--- config.mk ---
export PLATFORM = sky130hd
export DESIGN_NAME = ssr_status_bank
export DESIGN_NICKNAME = d
export VERILOG_FILES = /design/src/core/ssr_pkg.sv /design/src/core/ssr_sync.sv /design/src/core/ssr_status_bank.sv
export SDC_FILE = /design/constraint.sdc
export NUM_CORES = 1
export LEC_CHECK = 0
export BUFFER_PORTS_ARGS = -buffer_cell sky130_fd_sc_hd__clkbuf_2
export CELL_PAD_IN_SITES_DETAIL_PLACEMENT = 1
export CELL_PAD_IN_SITES_GLOBAL_PLACEMENT = 1
export CORE_MARGIN = 2
export CORE_UTILIZATION = 35
export DETAILED_ROUTE_END_ITERATION = 8
export PLACE_DENSITY_LB_ADDON = 0.1
export SKIP_LAST_GASP = 1
export SYNTH_ARGS = -nofsm -noshare
export SYNTH_HDL_FRONTEND = slang
export SYNTH_SLANG_ARGS = --single-unit
--- constraint.sdc ---
create_clock -name clk -period 1.8 [get_ports clk]
set_input_delay 0.36 -clock clk [delete_from_list [all_inputs] [get_ports clk]]
set_output_delay 0.36 -clock clk [all_outputs]
set_load 0.01 [all_outputs]
--- src/core/ssr_pkg.sv ---
package ssr_pkg;
  localparam logic [3:0] SSR_ADDR_Y_PWM    = 4'h9;
  localparam logic [3:0] SSR_ADDR_X_FAULT  = 4'hA;
  localparam logic [3:0] SSR_ADDR_Y_FAULT  = 4'hB;
  localparam logic [3:0] SSR_ADDR_CTRL     = 4'h1;
  localparam int         SSR_PAR_BIT       = 7;
  localparam int         SSR_OPEN_BIT      = 6;
  localparam int         SSR_SIGN_BIT      = 5;
  localparam int         SSR_DUTY_MSB      = 4;
  localparam int         SSR_CTRL_DIR_BIT  = 0;
  localparam int         SSR_CTRL_RUN_BIT  = 1;
  localparam int         SSR_CTRL_STEP_BIT = 2;
  localparam logic [1:0] SSR_RESERVED_VAL  = 2'h0;
  localparam logic [7:0] SSR_CTRL_RST      = 8'h00;
  localparam logic [4:0] SSR_DUTY_FULL     = 5'h1F;
  localparam int         SSR_FRAME_BITS    = 16;
  localparam int         SSR_FRAME_CNT_W   = 5;

  typedef enum logic [2:0] {
    SSR_IDLE  = 3'b001,
    SSR_SHIFT = 3'b010,
    SSR_DONE  = 3'b100
  } ssr_state_t;

  // even parity over the seven data bits so the whole byte has even weight
  function automatic logic [7:0] ssr_with_parity(input logic [6:0] data);
    ssr_with_parity = {^data, data};
  endfunction
endpackage

--- src/core/ssr_sync.sv ---
`timescale 1ns/10ps
module ssr_sync #(
  parameter int W = 1
) (
  input  wire logic         clk,     // system clock
  input  wire logic         reset_n, // sync reset, active low
  input  wire logic [W-1:0] async_i, // asynchronous inputs
  output logic      [W-1:0] sync_o   // synchronised outputs
);
  typedef struct packed {
    logic [W-1:0] s1;
    logic [W-1:0] s2;
  } ssr_sync_st_t;
  ssr_sync_st_t st_q;
  ssr_sync_st_t st_d;

  always_comb begin
    st_d.s1 = async_i;
    st_d.s2 = st_q.s1;
  end

  always_ff @(posedge clk) begin
    if (!reset_n) begin
      st_q <= '0;
    end else begin
      st_q <= st_d;
    end
  end

  assign sync_o = st_q.s2;
endmodule

--- src/core/ssr_status_bank.sv ---
`timescale 1ns/10ps
module ssr_status_bank
  import ssr_pkg::*;
(
  input  wire logic       clk,                // system clock, 100 MHz
  input  wire logic       reset_n,            // sync reset, active low
  input  wire logic       spi_cs_n,           // spi chip select pin, active low
  input  wire logic       spi_sclk,           // spi clock pin
  input  wire logic       spi_mosi,           // spi data in pin
  output logic            spi_miso,           // spi data out, registered
  input  wire logic       y_drive_polarity,   // live regulator sign
  input  wire logic [4:0] y_duty_code,        // live regulator duty
  input  wire logic       x_open_evt,         // x open winding detect pulse
  input  wire logic [3:0] x_short_evt,        // x shorts: pgnd, ngnd, psup, nsup
  input  wire logic       y_open_evt,         // y open winding detect pulse
  input  wire logic [3:0] y_short_evt,        // y shorts: pgnd, ngnd, psup, nsup
  output logic            step_pulse,         // one micro-step request
  output logic            step_dir,           // direction from spi
  output logic            run_hold_select,    // run/hold from spi
  output logic            over_current_flag,  // any short latched
  output logic            open_coil_flag,     // any open latched
  output logic            fault_output_oe     // open-drain fault pin pull-low enable
);
  // frame: bit15 write flag, bits 11:8 address, bits 7:0 data
  typedef struct packed {
    ssr_state_t                 state;
    logic [2:0]                 sclk_hist;
    logic [SSR_FRAME_CNT_W-1:0] cnt;
    logic [15:0]                rx;
    logic [7:0]                 tx;
    logic                       miso;
    logic                       x_open;
    logic [3:0]                 x_short;
    logic                       y_open;
    logic [3:0]                 y_short;
    logic [7:0]                 ctrl;
    logic                       step;
  } ssr_st_t;
  ssr_st_t st_q;
  ssr_st_t st_d;

  logic [2:0] pins_s;
  logic       cs_n_s;
  logic       sclk_s;
  logic       mosi_s;
  logic       sclk_rise;
  logic       sclk_fall;
  logic [3:0] addr_w;
  logic [7:0] read_word;
  logic       clr_x;
  logic       clr_y;
  logic       frame_ok;
  logic       wr_ctrl;
  logic       byte_done;
  logic [3:0] addr_now;

  ssr_sync #(.W(3)) u_sync (
    .clk     (clk),
    .reset_n (reset_n),
    .async_i ({~spi_cs_n, spi_sclk, spi_mosi}),
    .sync_o  (pins_s)
  );

  // select is carried inverted so the cleared flops read as deselected;
  // otherwise a phantom frame would open in the first cycles after reset
  assign cs_n_s = ~pins_s[2];
  assign sclk_s = pins_s[1];
  assign mosi_s = pins_s[0];

  // edge detect only on synchronised copies
  assign sclk_rise = sclk_s & ~st_q.sclk_hist[0];
  assign sclk_fall = ~sclk_s & st_q.sclk_hist[0];

  // address is known once eight bits are in (write flag, three spare bits, address)
  assign addr_w = st_q.rx[3:0];

  // the read byte is chosen on the rise that brings in the eighth bit
  assign byte_done = (st_q.state == SSR_SHIFT) && !cs_n_s && sclk_rise && (st_q.cnt == 5'h07);
  assign addr_now  = {st_q.rx[2:0], mosi_s};

  // a frame commits only when exactly sixteen bits came before deselect;
  // a cut frame leaves control and flags alone so a glitch cannot clear a fault unseen
  assign frame_ok = (st_q.state == SSR_DONE) && (st_q.cnt == 5'(SSR_FRAME_BITS));
  assign wr_ctrl  = frame_ok && st_q.rx[15] && (st_q.rx[11:8] == SSR_ADDR_CTRL);

  // both fault registers share one layout: open, two reserved zeros, four shorts
  function automatic logic [7:0] fault_byte(input logic coil_open, input logic [3:0] shorts);
    fault_byte = ssr_with_parity({coil_open, SSR_RESERVED_VAL, shorts});
  endfunction

  // reading builds the word from live state; sign and duty never latched
  function automatic logic [7:0] read_mux(input logic [3:0] a, input ssr_st_t s,
                                          input logic pol, input logic [4:0] duty);
    case (a)
      SSR_ADDR_Y_PWM:   read_mux = ssr_with_parity({1'b0, pol, duty});
      SSR_ADDR_X_FAULT: read_mux = fault_byte(s.x_open, s.x_short);
      SSR_ADDR_Y_FAULT: read_mux = fault_byte(s.y_open, s.y_short);
      SSR_ADDR_CTRL:    read_mux = s.ctrl;
      default:          read_mux = 8'h00;
    endcase
  endfunction

  assign read_word = read_mux(addr_w, st_q, y_drive_polarity, y_duty_code);

  always_comb begin
    st_d = st_q;
    st_d.sclk_hist = {st_q.sclk_hist[1:0], sclk_s};
    // step is a one-cycle strobe that falls back by itself
    st_d.step = 1'b0;
    clr_x = 1'b0;
    clr_y = 1'b0;
    case (st_q.state)
      SSR_IDLE: begin
        st_d.cnt = '0;
        st_d.miso = 1'b0;
        if (!cs_n_s) begin
          st_d.state = SSR_SHIFT;
        end
      end
      SSR_SHIFT: begin
        if (cs_n_s) begin
          st_d.state = SSR_DONE;
        end else begin
          if (sclk_rise) begin
            st_d.rx = {st_q.rx[14:0], mosi_s};
            st_d.cnt = st_q.cnt + 5'h01;
            // after 8 bits, latch read data for the second byte
            if (st_q.cnt == 5'h07) begin
              st_d.tx = read_mux({st_q.rx[2:0], mosi_s}, st_q, y_drive_polarity, y_duty_code);
            end
          end
          if (sclk_fall && st_q.cnt >= 5'h08) begin
            st_d.miso = st_q.tx[7];
            st_d.tx = {st_q.tx[6:0], 1'b0};
          end
        end
      end
      SSR_DONE: begin
        st_d.state = SSR_IDLE;
        // only a complete frame commits; a read of a fault register clears that register's flags
        if (st_q.cnt == 5'(SSR_FRAME_BITS)) begin
          if (st_q.rx[15]) begin
            if (st_q.rx[11:8] == SSR_ADDR_CTRL) begin
              st_d.ctrl = st_q.rx[7:0];
              st_d.step = st_q.rx[SSR_CTRL_STEP_BIT];
              st_d.ctrl[SSR_CTRL_STEP_BIT] = 1'b0;
            end
          end else begin
            clr_x = (st_q.rx[11:8] == SSR_ADDR_X_FAULT);
            clr_y = (st_q.rx[11:8] == SSR_ADDR_Y_FAULT);
          end
        end
      end
      default: begin
        st_d.state = SSR_IDLE;
      end
    endcase
    // set wins over the clear-on-read
    st_d.x_open  = (st_q.x_open & ~clr_x) | x_open_evt;
    st_d.x_short = (st_q.x_short & {4{~clr_x}}) | x_short_evt;
    st_d.y_open  = (st_q.y_open & ~clr_y) | y_open_evt;
    st_d.y_short = (st_q.y_short & {4{~clr_y}}) | y_short_evt;
  end

  always_ff @(posedge clk) begin
    if (!reset_n) begin
      st_q <= '{state: SSR_IDLE, ctrl: SSR_CTRL_RST, default: '0};
    end else begin
      st_q <= st_d;
    end
  end

  // summaries are plain ors of the latched bits, so they drop with the clear
  assign spi_miso          = st_q.miso;
  assign step_pulse        = st_q.step;
  assign step_dir          = st_q.ctrl[SSR_CTRL_DIR_BIT];
  assign run_hold_select   = st_q.ctrl[SSR_CTRL_RUN_BIT];
  assign over_current_flag = |{st_q.x_short, st_q.y_short};
  assign open_coil_flag    = st_q.x_open | st_q.y_open;
  assign fault_output_oe   = over_current_flag | open_coil_flag;

  a_x_open_sets: assert property (@(posedge clk) disable iff (!reset_n)
    x_open_evt |=> st_q.x_open) else $error("x open not latched");
  a_y_open_sets: assert property (@(posedge clk) disable iff (!reset_n)
    y_open_evt |=> st_q.y_open) else $error("y open not latched");
  a_x_short_sets: assert property (@(posedge clk) disable iff (!reset_n)
    |x_short_evt |=> over_current_flag) else $error("x short lost");
  a_y_short_map: assert property (@(posedge clk) disable iff (!reset_n)
    y_short_evt[3] |=> st_q.y_short[3]) else $error("y short bit 3 lost");
  a_reserved_zero: assert property (@(posedge clk) disable iff (!reset_n)
    addr_w == SSR_ADDR_X_FAULT |-> read_word[5:4] == 2'h0) else $error("reserved bits set");
  a_parity_even: assert property (@(posedge clk) disable iff (!reset_n)
    addr_w == SSR_ADDR_Y_FAULT |-> ^read_word == 1'b0) else $error("parity odd");
  a_y_live_read: assert property (@(posedge clk) disable iff (!reset_n)
    addr_w == SSR_ADDR_Y_PWM |-> read_word[5:0] == {y_drive_polarity, y_duty_code})
    else $error("y pwm not live");
  a_open_summary: assert property (@(posedge clk) disable iff (!reset_n)
    (st_q.x_open || st_q.y_open) |-> open_coil_flag) else $error("open summary wrong");
  a_short_summary: assert property (@(posedge clk) disable iff (!reset_n)
    $rose(st_q.y_short[0]) |-> over_current_flag) else $error("short summary wrong");
  a_clear_on_read: assert property (@(posedge clk) disable iff (!reset_n)
    (clr_x && !x_open_evt) |=> !st_q.x_open) else $error("x open not cleared");
  a_step_once: assert property (@(posedge clk) disable iff (!reset_n)
    step_pulse |=> !step_pulse) else $error("step longer than one cycle");
  a_dir_write: assert property (@(posedge clk) disable iff (!reset_n)
    (st_q.state == SSR_DONE && st_q.cnt == 5'h10 && st_q.rx[15] && st_q.rx[11:8] == SSR_ADDR_CTRL)
    |=> step_dir == $past(st_q.rx[0])) else $error("direction not written");

  // every short bit lands in its own place
  a_x_short_pg: assert property (@(posedge clk) disable iff (!reset_n)
    x_short_evt[3] |=> st_q.x_short[3]) else $error("x short bit 3 lost");
  a_x_short_ng: assert property (@(posedge clk) disable iff (!reset_n)
    x_short_evt[2] |=> st_q.x_short[2]) else $error("x short bit 2 lost");
  a_x_short_ps: assert property (@(posedge clk) disable iff (!reset_n)
    x_short_evt[1] |=> st_q.x_short[1]) else $error("x short bit 1 lost");
  a_x_short_ns: assert property (@(posedge clk) disable iff (!reset_n)
    x_short_evt[0] |=> st_q.x_short[0]) else $error("x short bit 0 lost");
  a_y_short_ng: assert property (@(posedge clk) disable iff (!reset_n)
    y_short_evt[2] |=> st_q.y_short[2]) else $error("y short bit 2 lost");
  a_y_short_ps: assert property (@(posedge clk) disable iff (!reset_n)
    y_short_evt[1] |=> st_q.y_short[1]) else $error("y short bit 1 lost");
  a_y_short_ns: assert property (@(posedge clk) disable iff (!reset_n)
    y_short_evt[0] |=> st_q.y_short[0]) else $error("y short bit 0 lost");

  // clear-on-read takes every latched bit, unless a new event lands with it
  a_x_clear_short: assert property (@(posedge clk) disable iff (!reset_n)
    (clr_x && x_short_evt == 4'h0) |=> st_q.x_short == 4'h0) else $error("x shorts not cleared");
  a_y_clear_open: assert property (@(posedge clk) disable iff (!reset_n)
    (clr_y && !y_open_evt) |=> !st_q.y_open) else $error("y open not cleared");
  a_y_clear_short: assert property (@(posedge clk) disable iff (!reset_n)
    (clr_y && y_short_evt == 4'h0) |=> st_q.y_short == 4'h0) else $error("y shorts not cleared");
  a_write_no_clear: assert property (@(posedge clk) disable iff (!reset_n)
    (frame_ok && st_q.rx[15]) |-> (!clr_x && !clr_y)) else $error("write cleared flags");
  a_cut_no_clear: assert property (@(posedge clk) disable iff (!reset_n)
    (st_q.state == SSR_DONE && !frame_ok) |-> (!clr_x && !clr_y)) else $error("cut frame cleared flags");

  // read byte latched at the eighth bit
  a_x_tx_reserved: assert property (@(posedge clk) disable iff (!reset_n)
    (byte_done && addr_now == SSR_ADDR_X_FAULT) |=> st_q.tx[5:4] == 2'h0) else $error("x reserved bits set");
  a_y_tx_reserved: assert property (@(posedge clk) disable iff (!reset_n)
    (byte_done && addr_now == SSR_ADDR_Y_FAULT) |=> st_q.tx[5:4] == 2'h0) else $error("y reserved bits set");
  a_y_pwm_latch: assert property (@(posedge clk) disable iff (!reset_n)
    (byte_done && addr_now == SSR_ADDR_Y_PWM)
    |=> st_q.tx == ssr_with_parity({1'b0, $past(y_drive_polarity), $past(y_duty_code)})) else $error("y pwm byte wrong");
  a_tx_parity: assert property (@(posedge clk) disable iff (!reset_n)
    (byte_done && addr_now != SSR_ADDR_CTRL) |=> ^st_q.tx == 1'b0) else $error("read byte parity odd");
  a_unmapped_zero: assert property (@(posedge clk) disable iff (!reset_n)
    (byte_done && addr_now != SSR_ADDR_Y_PWM && addr_now != SSR_ADDR_X_FAULT && addr_now != SSR_ADDR_Y_FAULT
     && addr_now != SSR_ADDR_CTRL) |=> st_q.tx == 8'h00) else $error("unmapped read not zero");

  // control writes and the refusal of cut frames
  a_run_write: assert property (@(posedge clk) disable iff (!reset_n)
    wr_ctrl |=> run_hold_select == $past(st_q.rx[SSR_CTRL_RUN_BIT])) else $error("run/hold not written");
  a_step_write: assert property (@(posedge clk) disable iff (!reset_n)
    (wr_ctrl && st_q.rx[SSR_CTRL_STEP_BIT]) |=> step_pulse) else $error("step not issued");
  a_step_selfclear: assert property (@(posedge clk) disable iff (!reset_n)
    st_q.ctrl[SSR_CTRL_STEP_BIT] == 1'b0) else $error("step bit held");
  a_cut_frame: assert property (@(posedge clk) disable iff (!reset_n)
    (st_q.state == SSR_DONE && !frame_ok) |=> (!step_pulse && $stable(st_q.ctrl))) else $error("cut frame committed");

  // frame sequencing; miso rests low between frames
  a_shift_exit: assert property (@(posedge clk) disable iff (!reset_n)
    (st_q.state == SSR_SHIFT && cs_n_s) |=> st_q.state == SSR_DONE) else $error("frame end missed");
  a_done_idle: assert property (@(posedge clk) disable iff (!reset_n)
    st_q.state == SSR_DONE |=> st_q.state == SSR_IDLE) else $error("done not left");
  a_miso_idle: assert property (@(posedge clk) disable iff (!reset_n)
    (st_q.state == SSR_IDLE && $past(st_q.state) == SSR_IDLE) |-> !spi_miso) else $error("miso not low at rest");

  // summaries follow any latched bit at once
  a_x_short_summary: assert property (@(posedge clk) disable iff (!reset_n)
    $rose(st_q.x_short[3]) |-> over_current_flag) else $error("x short summary wrong");
  a_x_open_summary: assert property (@(posedge clk) disable iff (!reset_n)
    $rose(st_q.x_open) |-> open_coil_flag) else $error("x open summary wrong");
  a_y_open_summary: assert property (@(posedge clk) disable iff (!reset_n)
    $rose(st_q.y_open) |-> (open_coil_flag && fault_output_oe)) else $error("y open summary wrong");
  a_fault_pin_any: assert property (@(posedge clk) disable iff (!reset_n)
    (over_current_flag || open_coil_flag) |-> fault_output_oe) else $error("fault pin not driven");

  // main scenarios
  c_cut_frame: cover property (@(posedge clk) disable iff (!reset_n) st_q.state == SSR_DONE && !frame_ok);
  c_step: cover property (@(posedge clk) disable iff (!reset_n) step_pulse);
  c_clear_x: cover property (@(posedge clk) disable iff (!reset_n) clr_x && st_q.x_open);
  c_set_clear: cover property (@(posedge clk) disable iff (!reset_n) clr_y && y_open_evt);
  c_full_duty: cover property (@(posedge clk) disable iff (!reset_n) y_duty_code == SSR_DUTY_FULL);
endmodule

==> results of run 1 <==
cell families after synthesis:
| group | Yosys count | synth area share |
|---|---|---|
| buffers and inverters | 24 | 0.03861 |
| AOI/OAI and AO/OA | 52 | 0.1173 |
| and+or+nand+nor | 126 | 0.2515 |
| DFF | 58 | 0.4479 |
| xor gates and xnor gates | 10 | 0.04488 |
| adders and majority gates | 6 | 0.02896 |
| muxes | 18 | 0.07094 |
worst paths after layout:
| kind | cells after the start | end | startpoint | slack (ns) |
|---|---|---|---|---|
| worst min-delay path | 2 | u_sync.st_d[2]$_SDFF_PN0_ | spi_cs_n | 0.18 |
| worst max-delay path | 5 | st_q[7]$_SDFFE_PN0P_ | st_q[53]$_SDFFE_PN0P_ | 0.07 |
| worst max register to register | 5 | st_q[7]$_SDFFE_PN0P_ | st_q[53]$_SDFFE_PN0P_ | 0.07 |
| worst min register to register | 1 | u_sync.sync_o[2]$_SDFF_PN0_ | u_sync.st_d[2]$_SDFF_PN0_ | 0.43 |
cell type report:
class                      instances  area (um^2)  share of cell area
clock buffer                      12        155.1             0.05004
timing repair buffer              41        252.7             0.08152
inverter                          13        48.80             0.01574
clock inverter                     3        15.01            0.004843
multi-input combinational        212         1339              0.4318
tap                               99        123.9             0.03995
sequential                        58         1166              0.3761
critical path, cell delays in order, from the launching register on:
cell	delay, ns
dfxtp_4	0.36
or4_4	0.53
nor2_4	0.17
nand4_4	0.25
mux2i_1	0.24
nor2_1	0.06
stage by stage:
step	utilization	setup slack (ns)	std cells	TNS, ns	area, um^2
after floorplan	-	0.2555	294	0	2592
after global placement	0.4013	-0.04563	420	-0.04563	2895
after detailed placement	0.4013	-0.08230	420	-0.08230	2895
after CTS	0.4249	0.001447	435	0	3065
after global routing	0.4298	-0.02393	438	-0.05888	3100
final	0.4298	0.07379	438	0	3100
registers in the layout, summed over array words and instances (netlist names):
register,count
st_q,43
addr_now,3
u_sync.st_d,3
u_sync.sync_o,3
addr_w,1
run_hold_select,1
spi_miso,1
st_d,1
step_dir,1
step_pulse,1
repair_timing:
| item | in CTS | in global routing |
|---|---|---|
| setup buffers | 0 | 3 |
| endpoints found under the setup margin | 0 | 8 |
| gates resized for setup | 0 | 5 |
| hold buffers | 0 | 0 |
synth_stat cells, types with 3 or more instances:
cell and n:
a21oi_1 34, a22oi_1 4, a31oi_1 3, and2_1 6
clkbuf_1 8, dfxtp_1 58, ha_1 6, inv_1 12
mux2_2 3, mux2i_1 15, nand2_1 56, nand2b_1 3
nand3_1 6, nand3b_1 3, nand4_1 3, nand4b_1 3
nor2_1 30, o22ai_1 3, xnor2_1 3, xor2_1 5
metal layers:
| metal | GRT usage | part of all wire | vias to the layer above |
|---|---|---|---|
| met1 | 0.2090 | 0.47 | 1026 |
| met3 | 0.04443 | 0.023 | 6 |
| met4 | 0.06154 | 0.015 | 0 |
| li1 | - | - | 1079 |
| met2 | 0.2888 | 0.49 | 23 |
| met5 | 0 | 0 | - |
cells in the final DEF (no fill, tap or decap), types with 3 or more instances in the layout:
cell type	count
a21oi_1	34
a22oi_1	4
a31oi_1	3
and2_1	6
buf_4	13
clkbuf_2	27
clkbuf_8	11
clkinv_2	3
dfxtp_1	56
ha_1	6
inv_1	12
mux2_2	3
mux2i_1	15
nand2_1	56
nand2b_1	3
nand3_1	6
nand3b_1	3
nand4_1	3
nand4b_1	3
nor2_1	30
o22ai_1	3
xnor2_1	3
xor2_1	5
power by group through the flow:
| stage | registers, uW | clock network [uW] | logic (uW) |
|---|---|---|---|
| 2_1_floorplan | 1350 | 0 | 121 |
| 3_3_place_gp | 1360 | 0 | 183 |
| 3_5_place_dp | 1360 | 0 | 186 |
| 4_1_cts | 1330 | 1080 | 187 |
| 5_1_grt | 1330 | 1140 | 211 |
| 6_report | 1330 | 1050 | 190 |
==> impl_results.md, run 1 <==
- Status: complete, no violations
- Fin crit share: 0.9590
- Via density: 4.872
- GRT Util Overall: 0.1705
- Dominant cell type by area after synthesis: dfxtp_1
- Worst setup EP type: register
- Mapped cell area: between 2000 and 3000 um^2
- CTS Buffer Depth: 2
- Combinational power share: 0.074
- Antenna violations before repair: 0
- Fin Clk Skew: between 0.008 and 0.009 ns
- Net Sw Frac: 0.2341
- Clock slew at reported path FFs: 0.06 ns
- Tot Pwr: 2563 uW
- Number of nets in the layout: approximately 360
- Clk sinks: 58
- Slew @ Worst Pin: 0.4173 ns
- Hold Fails Final Rpt: 0
- Final WL: 6541 um
- Hold Worst Slack: 0.1841 ns
- Die X: 90.07 um
- Ys flop type: dfxtp_1
- Placer Congestion: 0.7704
- First-pass GRT wire length: approximately 11,000 um
- Vias in the first global route: 2,221
- Worst Setup Start Kind: register
- EDFF count, synth: 0
- Post-DP HPWL: 4711 um
- Root buf cell: clkbuf_8
- Ant diodes: 0
- Final slew viol count: 0
- RSZ-0062 raised after global routing: true
- Skew-Pair Late Insertion Delay: 0.33 ns
- P per Cell Area: 826.5 nW/um^2
- Initial Util: 0.3593
- H-Tree Depth: 3
- Peak supply drop: 0.3473 mV
- Crit path kind: register to register
- Largest net degree at the start of global routing: 43
- Worst EP arrival: 1.94 ns
- Setup violations, final: 0
- Grt ovf: 0
- Yosys reg bits: a little under 60
- Sequential share of power: 0.518
- Max_slew headroom: 0.7218
- # DRC: 0
- Starting DRC count in detailed routing: 99
- CP Max Fanout: 8
- Via count: 2,134
- Synth top area cells: dfxtp_1, nand2_1, a21oi_1
- Synth warn: 0
- Rows: 31
- Core Area: 7214 um^2
- Period minus WS final: 1.726 ns
- Max Cap Viol: 0
- Total internal power: 1963 uW
- Port bufs: 27
- Detail Route Antenna Nets: 0
- DR pass1 iterations: 4
- Seq/Total Area, Yosys: 0.4479
- Synth top area share: 0.4479
- Count of cell types in the netlist: 47
- I/O Pins: 28
- Share of cells above drive strength 1: 0.2242
- Routed len/inst: 14.93 um
- Die area: around 8100 um^2
- NetSw: 600.0 uW
- FILL cells: 880
- CTS buffer count: 9
- Average size of a mapped cell: ~9 um^2
- Hold WC Path Type: input port to register
- Area growth from synthesis to layout: 19.59%
- Leak Pwr: 0.001209 uW
- Die Y: 90.07 um
- TritonCTS clock tree: yes
- Clock Power Share: 0.408
- Synthesized Nets: approximately 320
- Worst EP required: 2.01 ns
- Cell count after synthesis: slightly below 300
- Post-synth ARST share: 0
- Peak Freq: 0.5793 GHz
(Power assumes the default switching activity.)
==> run 2: changes to the inputs <==
--- a/config.mk
+++ b/config.mk
@@ -5,12 +5,12 @@
 export SDC_FILE = /design/constraint.sdc
 export NUM_CORES = 1
 export LEC_CHECK = 0
-export BUFFER_PORTS_ARGS = -buffer_cell sky130_fd_sc_hd__clkbuf_2
 export CELL_PAD_IN_SITES_DETAIL_PLACEMENT = 1
 export CELL_PAD_IN_SITES_GLOBAL_PLACEMENT = 1
 export CORE_MARGIN = 2
-export CORE_UTILIZATION = 35
+export CORE_UTILIZATION = 47
 export DETAILED_ROUTE_END_ITERATION = 8
+export DONT_BUFFER_PORTS = 1
 export PLACE_DENSITY_LB_ADDON = 0.1
 export SKIP_LAST_GASP = 1
 export SYNTH_ARGS = -nofsm -noshare
==> run 2 against run 1 <==
First-iteration DRC count shrank 1.0%. Combinational power shrank 12%. Critical endpoint is now fault_output_oe. Highest routed layer unchanged. Largest cell class unchanged. Clock-buffer cell count is the same. Routed wire length grew 0.76%. Via count shrank 0.94%. Core utilization grew 13 points. Largest power group is now the clock network. Critical path depth shrank 1.
==> impl_results.md, run 2 (synthesized netlist as in run 1, its figures left out) <==
- Detail Route Antenna Nets: 0 (unchanged)
- Placer Congestion: 0.8138 (was 0.7704)
- Via density: 5.448 (was 4.872)
- Root buf cell: clkbuf_8 (unchanged)
- Hold Path Depth: 1 (was 2)
- Die X: 78.27 um (was 90.07 um)
- TritonCTS clock tree: yes (unchanged)
- WL met2: 3290 um (was 3206 um)
- Crit Reg-Reg Endpoint: st_q[27]$_SDFFE_PN0P_ (was st_q[7]$_SDFFE_PN0P_)
- Number of nets in the layout: 338 (was 362)
- Vias in the first global route: 2,180 (was 2,221)
- First-pass GRT wire length: 10,780 um (was 10,900 um)
- Final WL: 6591 um (was 6541 um)
- Routed len/inst: 16.99 um (was 14.93 um)
- Crit path kind: register to output pin (was register to register)
- Skew-Pair Late Insertion Delay: 0.34 ns (was 0.33 ns)
- Area after DPL: 2734 um^2 (was 2895 um^2)
- CP delay by family, top: simple AND/OR/NAND/NOR gates (unchanged)
- Slew @ Worst Pin: 0.4740 ns (was 0.4173 ns)
- I/O Pins: 28 (unchanged)
- CP peak stage delay: 0.35 ns (was 0.53 ns)
- Core Area: 5405 um^2 (was 7214 um^2)
- RR Startpoint: st_q[9]$_SDFF_PN0_ (was st_q[53]$_SDFFE_PN0P_)
- Largest Register: st_q (unchanged)
- WHS Endpoint: u_sync.st_d[2]$_SDFF_PN0_ (unchanged)
- Fin crit share: 0.9896 (was 0.9590)
- Post-DP HPWL: 4611 um (was 4711 um)
- P per Cell Area: 959.5 nW/um^2 (was 826.5 nW/um^2)
- GRT Util Overall: 0.2321 (was 0.1705)
- Setup violations, final: 0 (unchanged)
- Starting DRC count in detailed routing: 98 (was 99)
- DR pass1 iterations: 4 (unchanged)
- Initial Util: 0.4796 (was 0.3593)
- Port bufs: 0 (was 27)
- # DRC: 0 (unchanged)
- Period minus WS final: 1.781 ns (was 1.726 ns)
- Final instance area: 3037 um^2 (was 3100 um^2)
- Commonest non-fill, non-tap cell in the layout: nand2_1
- Worst path cell trace: inv_2 -> ha_1 -> nand4_1 -> or2_4 (was or4_4 -> nor2_4 -> nand4_4 -> mux2i_1 -> nor2_1)
- Share of cells above drive strength 1: 0.1930 (was 0.2242)
- Largest net degree at the start of global routing: 26 (was 43)
- Most frequent cells in the layout: nand2_1, dfxtp_1, a21oi_1 (unchanged)
- Setup slack, reg-to-reg: 0.09 ns (was 0.07 ns)
- Die area: 6126 um^2 (was 8112 um^2)
- Area growth from synthesis to layout: 17.13% (was 19.59%)
- CTS buffer count: 9 (unchanged)
- Worst setup EP type: output pin (was register)
- Buffers and inverters on the worst path: 1 (was 0)
- Slowest cell on the critical path: dfxtp_2 (was or4_4)
- Layout Utilization: 0.5618 (was 0.4298)
- CP Max Fanout: 3 (was 8)
- Max_slew headroom: 0.6836 (was 0.7218)
- Met1 WL: 2940 um (was 3083 um)
- Final slew viol count: 0 (unchanged)
- Hold WC Path Type: input port to register (unchanged)
- Clk sinks: 58 (unchanged)
- Die Y: 78.27 um (was 90.07 um)
- Fin Clk Skew: 0.01333 ns (was 0.008931 ns)
- Status: complete, no violations (unchanged)
- Leak Pwr: 0.001136 uW (was 0.001209 uW)
- Grt ovf: 0 (unchanged)
- Ant diodes: 0 (unchanged)
- Max Used Layer: met4 (unchanged)
- Peak supply drop: 0.6073 mV (was 0.3473 mV)
- Via count: 2,114 (was 2,134)
- H-Tree Depth: 3 (unchanged)
- R2r worst-path depth: 7 (was 5)
- Clock slew at reported path FFs: 0.07 ns (was 0.06 ns)
- Worst EP arrival: 1.42 ns (was 1.94 ns)
- Max reg flops: 43 (unchanged)
- CTS Buffer Depth: 2 (unchanged)
- Worst EP required: 1.44 ns (was 2.01 ns)
- Max Cap Viol: 0 (unchanged)
- Antenna violations before repair: 0 (unchanged)
- Worst Setup Start Kind: register (unchanged)
- Met3 wire length: 248 um (was 153 um)
- Hold Fails Final Rpt: 0 (unchanged)
- Rows: 27 (was 31)
- Hold Crit Start: spi_cs_n (unchanged)
- Peak Freq: 0.5614 GHz (was 0.5793 GHz)
[run 2: cell types whose count changed in the layout (fill, tap and decap cells not counted), sizes merged]
cell,delta
buf,+3
bufinv,+2
clkbuf,-27
clkinv,-2
clkinvlp,+1
[run 2: power by group]
part           switching (uW)  total (uW)  internal [uW]
logic                    83.3         167           83.8
registers                22.4        1330           1310
clock network             525        1420            890
total                     631        2910           2280
[run 2: what timing repair did]
item	4_1_cts	5_1_grt
cloned	0	0
pin swaps	1	6
gates resized for setup	2	9
endpoints found under the setup margin	2	6
setup buffers	0	5
hold buffers	0	0
[run 2: cell type report]
type / count / area (um^2)
multi-input combinational: 212 / 1353
clock buffer: 12 / 165.2
sequential: 58 / 1167
fill: 623 / 2369
clock inverter: 4 / 72.57
inverter: 13 / 48.80
tap: 72 / 90.09
timing repair buffer: 17 / 140.1
[run 2: worst max-delay path by stage]
stage | cells past startpoint | slack (ns) | startpoint | to
5_1_grt | 4 | -0.02 | st_q[17]$_SDFF_PN0_ | fault_output_oe
6_report | 4 | 0.02 | st_q[11]$_SDFF_PN0_ | fault_output_oe
3_5_place_dp | 7 | -0.008 | st_q[9]$_SDFF_PN0_ | st_q[27]$_SDFFE_PN0P_
2_1_floorplan | 7 | 0.26 | st_q[16]$_SDFF_PN0_ | st_q[27]$_SDFFE_PN0P_
3_3_place_gp | 7 | 0.06 | st_q[9]$_SDFF_PN0_ | st_q[27]$_SDFFE_PN0P_
4_1_cts | 4 | 0.02 | st_q[11]$_SDFF_PN0_ | fault_output_oe
[run 2: through the flow]
step	hold slack, ns	TNS (ns)	power (uW)	instances	worst slack (ns)
6_report	0.09227	0	2914	388	0.01872
5_1_grt	0.07660	-0.02401	3023	388	-0.02401
4_1_cts	0.07897	0	2926	383	0.02149
2_1_floorplan	0.4119	0	1471	294	0.2555
3_3_place_gp	0.4156	0	1504	367	0.05695
3_5_place_dp	0.4253	-0.007711	1509	367	-0.007711
[run 2: metal layers]
layer	global-route usage	up-vias
li1	-	1035
met1	0.2880	1032
met2	0.3750	34
met3	0.06437	13
met4	0.1070	0
met5	0	-
